$ cat src/logic/isr_cfg.svh
`ifndef ISR_CFG_SVH
`define ISR_CFG_SVH

// register addresses on the serial register port
`define ISR_ADDR_INTSEL   8'h0a
`define ISR_ADDR_STATUS   8'h20
`define ISR_ADDR_RP_LO    8'h21
`define ISR_ADDR_RP_HI    8'h22
`define ISR_ADDR_L_LO     8'h23
`define ISR_ADDR_L_HI     8'h24

// status bit positions
`define ISR_ST_OSC_LOST   7
`define ISR_ST_READY_N    6
`define ISR_ST_RP_HIGH_N  5
`define ISR_ST_RP_HYST    4
`define ISR_ST_L_HIGH_N   3
`define ISR_ST_L_HYST     2
`define ISR_ST_RSVD       1
`define ISR_ST_POR        0

// interrupt function select codes and the clearing write value
`define ISR_FUNC_RP_HIGH  6'h01
`define ISR_FUNC_L_HIGH   6'h08
`define ISR_CLEAR_VALUE   8'h00

// reset values
`define ISR_RST_FUNC      6'h00
`define ISR_RST_RESULT    16'h0000
`define ISR_RST_FLAG      1'b0
`define ISR_RST_BYTE      8'h00

`endif

$ cat src/logic/isr_pkg.sv
package isr_pkg;

  // whole state of the status and result bank
  typedef struct packed {
    logic        osc_s1;
    logic        osc_s2;
    logic        por_s1;
    logic        por_s2;
    logic [5:0]  func;
    logic [15:0] rp;
    logic [15:0] l;
    logic [7:0]  snap_rp_hi;
    logic [15:0] snap_l;
    logic        ready_n;
    logic        rp_high_n;
    logic        rp_hyst;
    logic        l_high_n;
    logic        l_hyst;
    logic [7:0]  rdata;
  } isr_state_t;

endpackage : isr_pkg

$ cat src/logic/isr_cmp_if.sv
`timescale 1ns/1ps
`default_nettype none

// one threshold comparison: result against upper and lower thresholds
interface isr_cmp_if #(
  parameter int W = 16
);
  logic [W-1:0] value;
  logic [W-1:0] upper;
  logic [W-1:0] lower;
  logic         above_upper;
  logic         below_lower;

  modport cmp (
    input  value,
    input  upper,
    input  lower,
    output above_upper,
    output below_lower
  );
  modport user (
    output value,
    output upper,
    output lower,
    input  above_upper,
    input  below_lower
  );
endinterface : isr_cmp_if

`default_nettype wire

$ cat src/logic/isr_cmp.sv
`timescale 1ns/1ps
`default_nettype none

module isr_cmp (
  isr_cmp_if.cmp c
);
  // strict compares, so a result equal to a threshold moves nothing
  assign c.above_upper = c.value > c.upper;
  assign c.below_lower = c.value < c.lower;
endmodule : isr_cmp

`default_nettype wire

$ cat src/logic/isr_status_results.sv
`timescale 1ns/1ps
`default_nettype none
`include "isr_cfg.svh"

module isr_status_results #(
  parameter int W = 16
) (
  input  wire logic         ref_clk,
  input  wire logic         rst,
  input  wire logic         osc_lost,
  input  wire logic         por_busy,
  input  wire logic         conv_valid,
  input  wire logic [W-1:0] rp_result,
  input  wire logic [W-1:0] l_result,
  input  wire logic [W-1:0] rp_upper,
  input  wire logic [W-1:0] rp_lower,
  input  wire logic [W-1:0] l_upper,
  input  wire logic [W-1:0] l_lower,
  input  wire logic [7:0]   reg_addr,
  input  wire logic         reg_rd,
  input  wire logic         reg_wr,
  input  wire logic [7:0]   reg_wdata,
  output var  logic [7:0]   reg_rdata,
  output var  logic [5:0]   int_func_sel
);

  isr_pkg::isr_state_t st_q;
  isr_pkg::isr_state_t st_d;

  isr_cmp_if #(.W(W)) rp_c ();
  isr_cmp_if #(.W(W)) l_c ();

  // both comparators look at the fresh conversion, not the stored one
  assign rp_c.value = rp_result;
  assign rp_c.upper = rp_upper;
  assign rp_c.lower = rp_lower;
  assign l_c.value  = l_result;
  assign l_c.upper  = l_upper;
  assign l_c.lower  = l_lower;

  isr_cmp u_rp_cmp (
    .c (rp_c.cmp)
  );
  isr_cmp u_l_cmp (
    .c (l_c.cmp)
  );

  logic       cfg_ok;
  logic       clr_wr;
  logic       rd_snap;
  logic       rp_hit;
  logic       l_hit;
  logic [7:0] status;

  // config writes only count once the reset flag has dropped
  assign cfg_ok  = !st_q.por_s2;
  assign clr_wr  = reg_wr && cfg_ok && reg_addr == `ISR_ADDR_INTSEL
                   && reg_wdata == `ISR_CLEAR_VALUE;
  assign rd_snap = reg_rd && reg_addr == `ISR_ADDR_RP_LO;
  assign rp_hit  = conv_valid && rp_c.above_upper
                   && st_q.func == `ISR_FUNC_RP_HIGH;
  assign l_hit   = conv_valid && l_c.above_upper
                   && st_q.func == `ISR_FUNC_L_HIGH;

  // status byte as the host sees it
  always_comb begin
    status                    = 8'h00;
    status[`ISR_ST_OSC_LOST]  = st_q.osc_s2;
    status[`ISR_ST_READY_N]   = st_q.ready_n;
    status[`ISR_ST_RP_HIGH_N] = st_q.rp_high_n;
    status[`ISR_ST_RP_HYST]   = st_q.rp_hyst;
    status[`ISR_ST_L_HIGH_N]  = st_q.l_high_n;
    status[`ISR_ST_L_HYST]    = st_q.l_hyst;
    status[`ISR_ST_RSVD]      = 1'b0;
    status[`ISR_ST_POR]       = st_q.por_s2;
  end

  // next state of the whole bank
  always_comb begin
    st_d        = st_q;
    st_d.osc_s1 = osc_lost;
    st_d.osc_s2 = st_q.osc_s1;
    st_d.por_s1 = por_busy;
    st_d.por_s2 = st_q.por_s1;
    if (reg_wr && cfg_ok && reg_addr == `ISR_ADDR_INTSEL) begin
      st_d.func = reg_wdata[5:0];
    end
    // clearing write first, so a crossing in the same cycle wins
    if (clr_wr) begin
      st_d.rp_high_n = 1'b1;
      st_d.l_high_n  = 1'b1;
    end
    if (rp_hit) begin
      st_d.rp_high_n = 1'b0;
    end
    if (l_hit) begin
      st_d.l_high_n = 1'b0;
    end
    // reading the low byte consumes the result; a new one wins
    if (rd_snap) begin
      st_d.ready_n    = 1'b1;
      st_d.snap_rp_hi = st_q.rp[15:8];
      st_d.snap_l     = st_q.l;
    end
    if (conv_valid) begin
      st_d.rp      = rp_result[15:0];
      st_d.l       = l_result[15:0];
      st_d.ready_n = 1'b0;
      // between thresholds the hysteresis bits hold
      if (rp_c.above_upper) begin
        st_d.rp_hyst = 1'b0;
      end else if (rp_c.below_lower) begin
        st_d.rp_hyst = 1'b1;
      end
      if (l_c.above_upper) begin
        st_d.l_hyst = 1'b0;
      end else if (l_c.below_lower) begin
        st_d.l_hyst = 1'b1;
      end
    end
    // read data: the resistance high byte and both inductance bytes come from the snapshot
    st_d.rdata = `ISR_RST_BYTE;
    if (reg_rd) begin
      case (reg_addr)
        `ISR_ADDR_INTSEL: st_d.rdata = {2'b00, st_q.func};
        `ISR_ADDR_STATUS: st_d.rdata = status;
        `ISR_ADDR_RP_LO:  st_d.rdata = st_q.rp[7:0];
        `ISR_ADDR_RP_HI:  st_d.rdata = st_q.snap_rp_hi;
        `ISR_ADDR_L_LO:   st_d.rdata = st_q.snap_l[7:0];
        `ISR_ADDR_L_HI:   st_d.rdata = st_q.snap_l[15:8];
        default:          st_d.rdata = `ISR_RST_BYTE;
      endcase
    end
  end

  // one register for everything
  always_ff @(posedge ref_clk or posedge rst) begin
    if (rst) begin
      st_q            <= '0;
      st_q.func       <= `ISR_RST_FUNC;
      st_q.rp         <= `ISR_RST_RESULT;
      st_q.l          <= `ISR_RST_RESULT;
      st_q.ready_n    <= `ISR_RST_FLAG;
      st_q.rp_high_n  <= `ISR_RST_FLAG;
      st_q.l_high_n   <= `ISR_RST_FLAG;
      st_q.rdata      <= `ISR_RST_BYTE;
    end else begin
      st_q <= st_d;
    end
  end

  assign reg_rdata    = st_q.rdata;
  assign int_func_sel = st_q.func;

  a_osc_report: assert property (
    @(posedge ref_clk) disable iff (rst)
    reg_rd && reg_addr == `ISR_ADDR_STATUS
    |=> reg_rdata[`ISR_ST_OSC_LOST] == $past(st_q.osc_s2))
    else $error("oscillation flag misreported");

  a_ready_new: assert property (
    @(posedge ref_clk) disable iff (rst)
    conv_valid |=> !st_q.ready_n)
    else $error("ready flag not low after a conversion");

  a_ready_used: assert property (
    @(posedge ref_clk) disable iff (rst)
    rd_snap && !conv_valid |=> st_q.ready_n)
    else $error("ready flag not raised after low byte read");

  a_rp_latch: assert property (
    @(posedge ref_clk) disable iff (rst)
    conv_valid && rp_result > rp_upper
    && st_q.func == `ISR_FUNC_RP_HIGH |=> !st_q.rp_high_n)
    else $error("resistance high flag not latched");

  a_rp_hold: assert property (
    @(posedge ref_clk) disable iff (rst)
    !st_q.rp_high_n && !clr_wr |=> !st_q.rp_high_n)
    else $error("resistance high flag released without clear");

  a_rp_gate: assert property (
    @(posedge ref_clk) disable iff (rst)
    st_q.rp_high_n && st_q.func != `ISR_FUNC_RP_HIGH
    |=> st_q.rp_high_n)
    else $error("resistance high flag set while not selected");

  a_rp_hyst: assert property (
    @(posedge ref_clk) disable iff (rst)
    conv_valid && rp_result < rp_lower && !(rp_result > rp_upper)
    |=> st_q.rp_hyst)
    else $error("resistance hysteresis not set below lower");

  a_l_latch: assert property (
    @(posedge ref_clk) disable iff (rst)
    conv_valid && l_result == l_upper && st_q.l_high_n
    |=> st_q.l_high_n)
    else $error("inductance flag set on an equal result");

  a_l_hyst: assert property (
    @(posedge ref_clk) disable iff (rst)
    conv_valid && l_result > l_upper |=> !st_q.l_hyst)
    else $error("inductance hysteresis not cleared above upper");

  a_rsvd_zero: assert property (
    @(posedge ref_clk) disable iff (rst)
    reg_rd && reg_addr == `ISR_ADDR_STATUS
    |=> reg_rdata[`ISR_ST_RSVD] == 1'b0)
    else $error("reserved status bit not zero");

  a_por_ignore: assert property (
    @(posedge ref_clk) disable iff (rst)
    st_q.por_s2 |=> $stable(st_q.func))
    else $error("configuration changed during reset");

  a_snap_read: assert property (
    @(posedge ref_clk) disable iff (rst)
    rd_snap ##1 (reg_rd && reg_addr == `ISR_ADDR_L_HI)
    |=> reg_rdata == $past(st_q.l[15:8], 2))
    else $error("inductance high byte not from snapshot");

endmodule : isr_status_results

`default_nettype wire

$ cat config.mk
export PLATFORM = sky130hd
export DESIGN_NAME = isr_status_results
export DESIGN_NICKNAME = d
export VERILOG_FILES = /design/src/logic/isr_pkg.sv /design/src/logic/isr_cmp_if.sv /design/src/logic/isr_cmp.sv /design/src/logic/isr_status_results.sv
export VERILOG_INCLUDE_DIRS = /design/src /design/src/logic
export SDC_FILE = /design/constraint.sdc
export NUM_CORES = 1
export LEC_CHECK = 0
export ABC_AREA = 1
export ABC_CLOCK_PERIOD_IN_PS = 2700
export BUFFER_PORTS_ARGS = -buffer_cell sky130_fd_sc_hd__buf_2
export CORE_MARGIN = 10
export CORE_UTILIZATION = 48
export DETAILED_ROUTE_END_ITERATION = 16
export GPL_TIMING_DRIVEN = 0
export PLACE_DENSITY = 0.76
export SLEW_MARGIN = 10
export SYNTH_ARGS = -nofsm -noshare
export SYNTH_HDL_FRONTEND = slang
export SYNTH_SLANG_ARGS = --single-unit
$ cat constraint.sdc
create_clock -name ref_clk -period 2.7 [get_ports ref_clk]
set_input_delay 0.675 -clock ref_clk [delete_from_list [all_inputs] [get_ports ref_clk]]
set_output_delay 0.675 -clock ref_clk [all_outputs]
set_load 0.02 [all_outputs]
==> metrics.md <==
| Metric | Value |
|---|---|
| Outcome | complete, no violations |
| Yosys warnings | 0 |
| First drt pass iteration count | 5 |
| Number of port buffers | between 100 and 150 |
| Flop2flop setup slack | about 1.1 ns |
| Pre-CTS setup slack | approximately 0.63 ns |
| Clock skew | between 0.015 and 0.02 ns |
| Clk slew on worst S/H paths | 0.08 ns |
| Setup crit end kind | primary output |
| CTS Buf Count | 9 |
| Fill cells | a little under 1000 |
| Post-synthesis sequential area ratio | 0.384 |
| Ys flop type | dfrtp_1 |
| Most frequent cells after synthesis | nand2_1, inv_1, dfrtp_1 |
| Hold Slack | 0.278 ns |
| Register Area | slightly below 2000 um^2 |
| Vias in the first global route | around 4500 |
| Pins Over Slew Limit | 0 |
| Clk pwr share | 0.309 |
| FF+latch count, synth | slightly below 80 |
| Core Region | 10400 um^2 |
| Ys async rst share | 1.00 |
| Final ANT Viol Nets | 0 |
| IR drop worst, VDD | 0.311 mV |
| Startpoint Class | flip-flop |
| Final setup margin | between 0.9 and 1 ns |
| Post-synth top area cell | dfrtp_1 |
| Number of synthesized flops with an enable pin | 0 |
| Area of the multi-input gates | ~2500 um^2 |
| Endpoints failing setup | 0 |
| Post-cts resize count | 0 |
| Critical path type | flip-flop to primary output |
| Synth top area cells | dfrtp_1, ha_1, nand2_1, inv_1, o21ai_0 |
| # IOs | between 100 and 150 |
| Die width | between 100 and 150 um |
| Crit-path max cell delay | around 0.43 ns |
| Starting density of the core | 0.496 |
| RePlAce Congestion | 0.900 |
| Sw Share | 0.298 |
| GRT Overall Usage | 0.169 |
| Leak | 3.63 nW |
| Buf+Inv Stages, Crit Path | 2 |
| FF-to-FF End | st_q[9] |
| TritonCTS clock tree | done |
| Final period util | 0.648 |
| Hold-fix buffers at CTS | 0 |
| Post-DP HPWL | 10600 um |
| Worst-skew pair later-pin latency | approximately 0.36 ns |
| GR Overflow Total | 0 |
| Routed WL | about 12000 um |
| Top cell type's share of synthesized area | 0.384 |
| DR WL/cell | roughly 13 um |
| Final hold vios | 0 |
| Post-Synthesis Net Count | roughly 860 |
| Psw | 0.760 mW |
| Worst path top cell family by delay | flip-flops |
| Critical Path Fanout Max | 4 |
| DRC | 0 |
| RSZ-0062 raised after global routing | false |
| FF-to-FF Start | int_func_sel[5] |
| Share of cells above drive strength 1 | 0.228 |
| Cell-internal power | approximately 1.8 mW |
| Longest Clk Path Bufs | 2 |
| CP max stage cell | dfrtp_1 |
| Via count | ~4600 |
| Clk sinks | 79 |
| Synth unique cells | 30 |
| Worst EP arrival | ~1.1 ns |
| Least-Margin Pin Slew | between 0.5 and 0.6 ns |
| Mean Syn Cell Area | 7.55 um^2 |
| CP required | 2.03 ns |
| Final net count | roughly 1000 |
| Clock root buffer | clkbuf_8 |
| MaxCap Viol Count | 0 |
| Crit-path cells | buf_4 -> buf_2 |
| First-pass GRT wire length | 20800 um |
| Count leader, synth | nand2_1 |
| Synth-to-layout area growth | 20.2% |
| Minimum clock period | approximately 1.8 ns |
| R2R cell count | 5 |
| Syn Inst Count | slightly below 700 |
| Post-CTS setup buffer count | 0 |
| Area of the die | roughly 15000 um^2 |
| Row cnt | 37 |
| Initial DRC count | roughly 220 |
| Max H-tree Level | 3 |
| Vias per inst | ~4.7 |
| Worst Hold Class | input port to async pin |
| Synth Cell Area | 5140 um^2 |
| Combinational power share | 0.185 |
| Initial antenna violation count | 0 |
| Seq pwr share | 0.506 |
| DIE HEIGHT | approximately 120 um |
| Cell Pwr Density | between 400 and 500 nW/um^2 |
| Worst rel slew slack | 0.614 |
| Fmax achieved | between 0.5 and 0.6 GHz |
| Ant diodes | 0 |
| Largest net degree at the start of global routing | between 50 and 60 |
## final cells by class
type,count,area share
Buffer,29,0.0295
Tap cell,136,0.0275
Clock buffer,9,0.0200
Sequential cell,79,0.320
Multi-Input combinational cell,437,0.400
Clock inverter,7,0.00890
Timing Repair Buffer,133,0.111
Inverter,136,0.0830
## state kept, by name, summed over array words and instances, names as in the netlist
signal,count
st_q,63
st_d,2
reg_rdata,8
int_func_sel,6
## cells in the final DEF (no fill, tap or decap), types with 2 or more instances in the layout
| cell | netlist | layout |
|---|---|---|
| nand2_1 | 179 | 179 |
| buf_2 | 4 | 136 |
| inv_1 | 133 | 132 |
| dfrtp_1 | 79 | 79 |
| ha_1 | 62 | 62 |
| o21ai_0 | 48 | 48 |
| nand3_1 | 46 | 46 |
| nor2_1 | 37 | 37 |
| a21oi_1 | 24 | 24 |
| buf_4 | 14 | 14 |
| clkbuf_8 | 0 | 9 |
| clkbuf_1 | 8 | 8 |
| nand4_1 | 6 | 6 |
| o21ai_1 | 5 | 5 |
| o21ai_2 | 5 | 5 |
| nor3_1 | 4 | 4 |
| o211ai_1 | 4 | 4 |
| inv_2 | 3 | 3 |
| nor4_1 | 3 | 3 |
| buf_6 | 2 | 2 |
| nor3_2 | 2 | 2 |
| nor2_2 | 2 | 2 |
| a31oi_1 | 2 | 2 |
| a21o_1 | 2 | 2 |
| clkinvlp_4 | 0 | 2 |
| clkinv_4 | 0 | 2 |
| inv_6 | 0 | 2 |
## kinds of logic (layout without fill, tap and decap cells)
logic type      count (synthesis)  after routing  share of synthesized area
buf+inv                       165            314                      0.135
compound gates                 90             90                     0.0946
fa+ha+maj                      62             62                      0.151
flops                          79             79                      0.384
simple gates                  285            285                      0.235
## power groups by stage
stage / logic, mW / clock network (mW) / registers, mW
4_1_cts: 0.481 / 0.807 / 1.29
6_report: 0.472 / 0.790 / 1.29
3_3_place_gp: 0.459 / 0 / 1.31
3_5_place_dp: 0.479 / 0 / 1.31
5_1_grt: 0.563 / 0.852 / 1.30
2_1_floorplan: 0.295 / 0 / 1.30
## through the flow
stage | power (mW) | utilization | instances | cell area [um^2] | TNS (ns)
after global routing | 2.71 | 0.596 | 966 | 6180 | 0
after global placement | 1.77 | 0.576 | 949 | 5970 | -67.59
after CTS | 2.58 | 0.596 | 966 | 6180 | 0
final | 2.55 | 0.596 | 966 | 6180 | 0
after floorplan | 1.59 | - | 681 | 5140 | 0
after detailed placement | 1.79 | 0.579 | 950 | 6000 | 0
## per-layer routing
layer	track usage	up-vias	wire, um
met2	0.274	127	5710
met4	0.0408	0	116
met5	0	-	0
met1	0.219	2031	5590
li1	-	2411	-
met3	0.0469	14	1050
## how the worst max path moves through the flow
| stage | start | endpoint | slack (ns) | cells after the start |
|---|---|---|---|---|
| floorplan | rst | int_func_sel[0] | 0.002 | 1 |
| global placement | rst | st_q[57] | -0.86 | 2 |
| detailed placement | reg_addr[2] | st_q[14] | 0.63 | 9 |
| CTS | int_func_sel[4] | int_func_sel[4] | 0.93 | 2 |
| global route | l_result[7] | st_q[9] | 0.87 | 10 |
| finish | int_func_sel[4] | int_func_sel[4] | 0.95 | 2 |
Note: power is estimated with default switching activity, not from simulation.
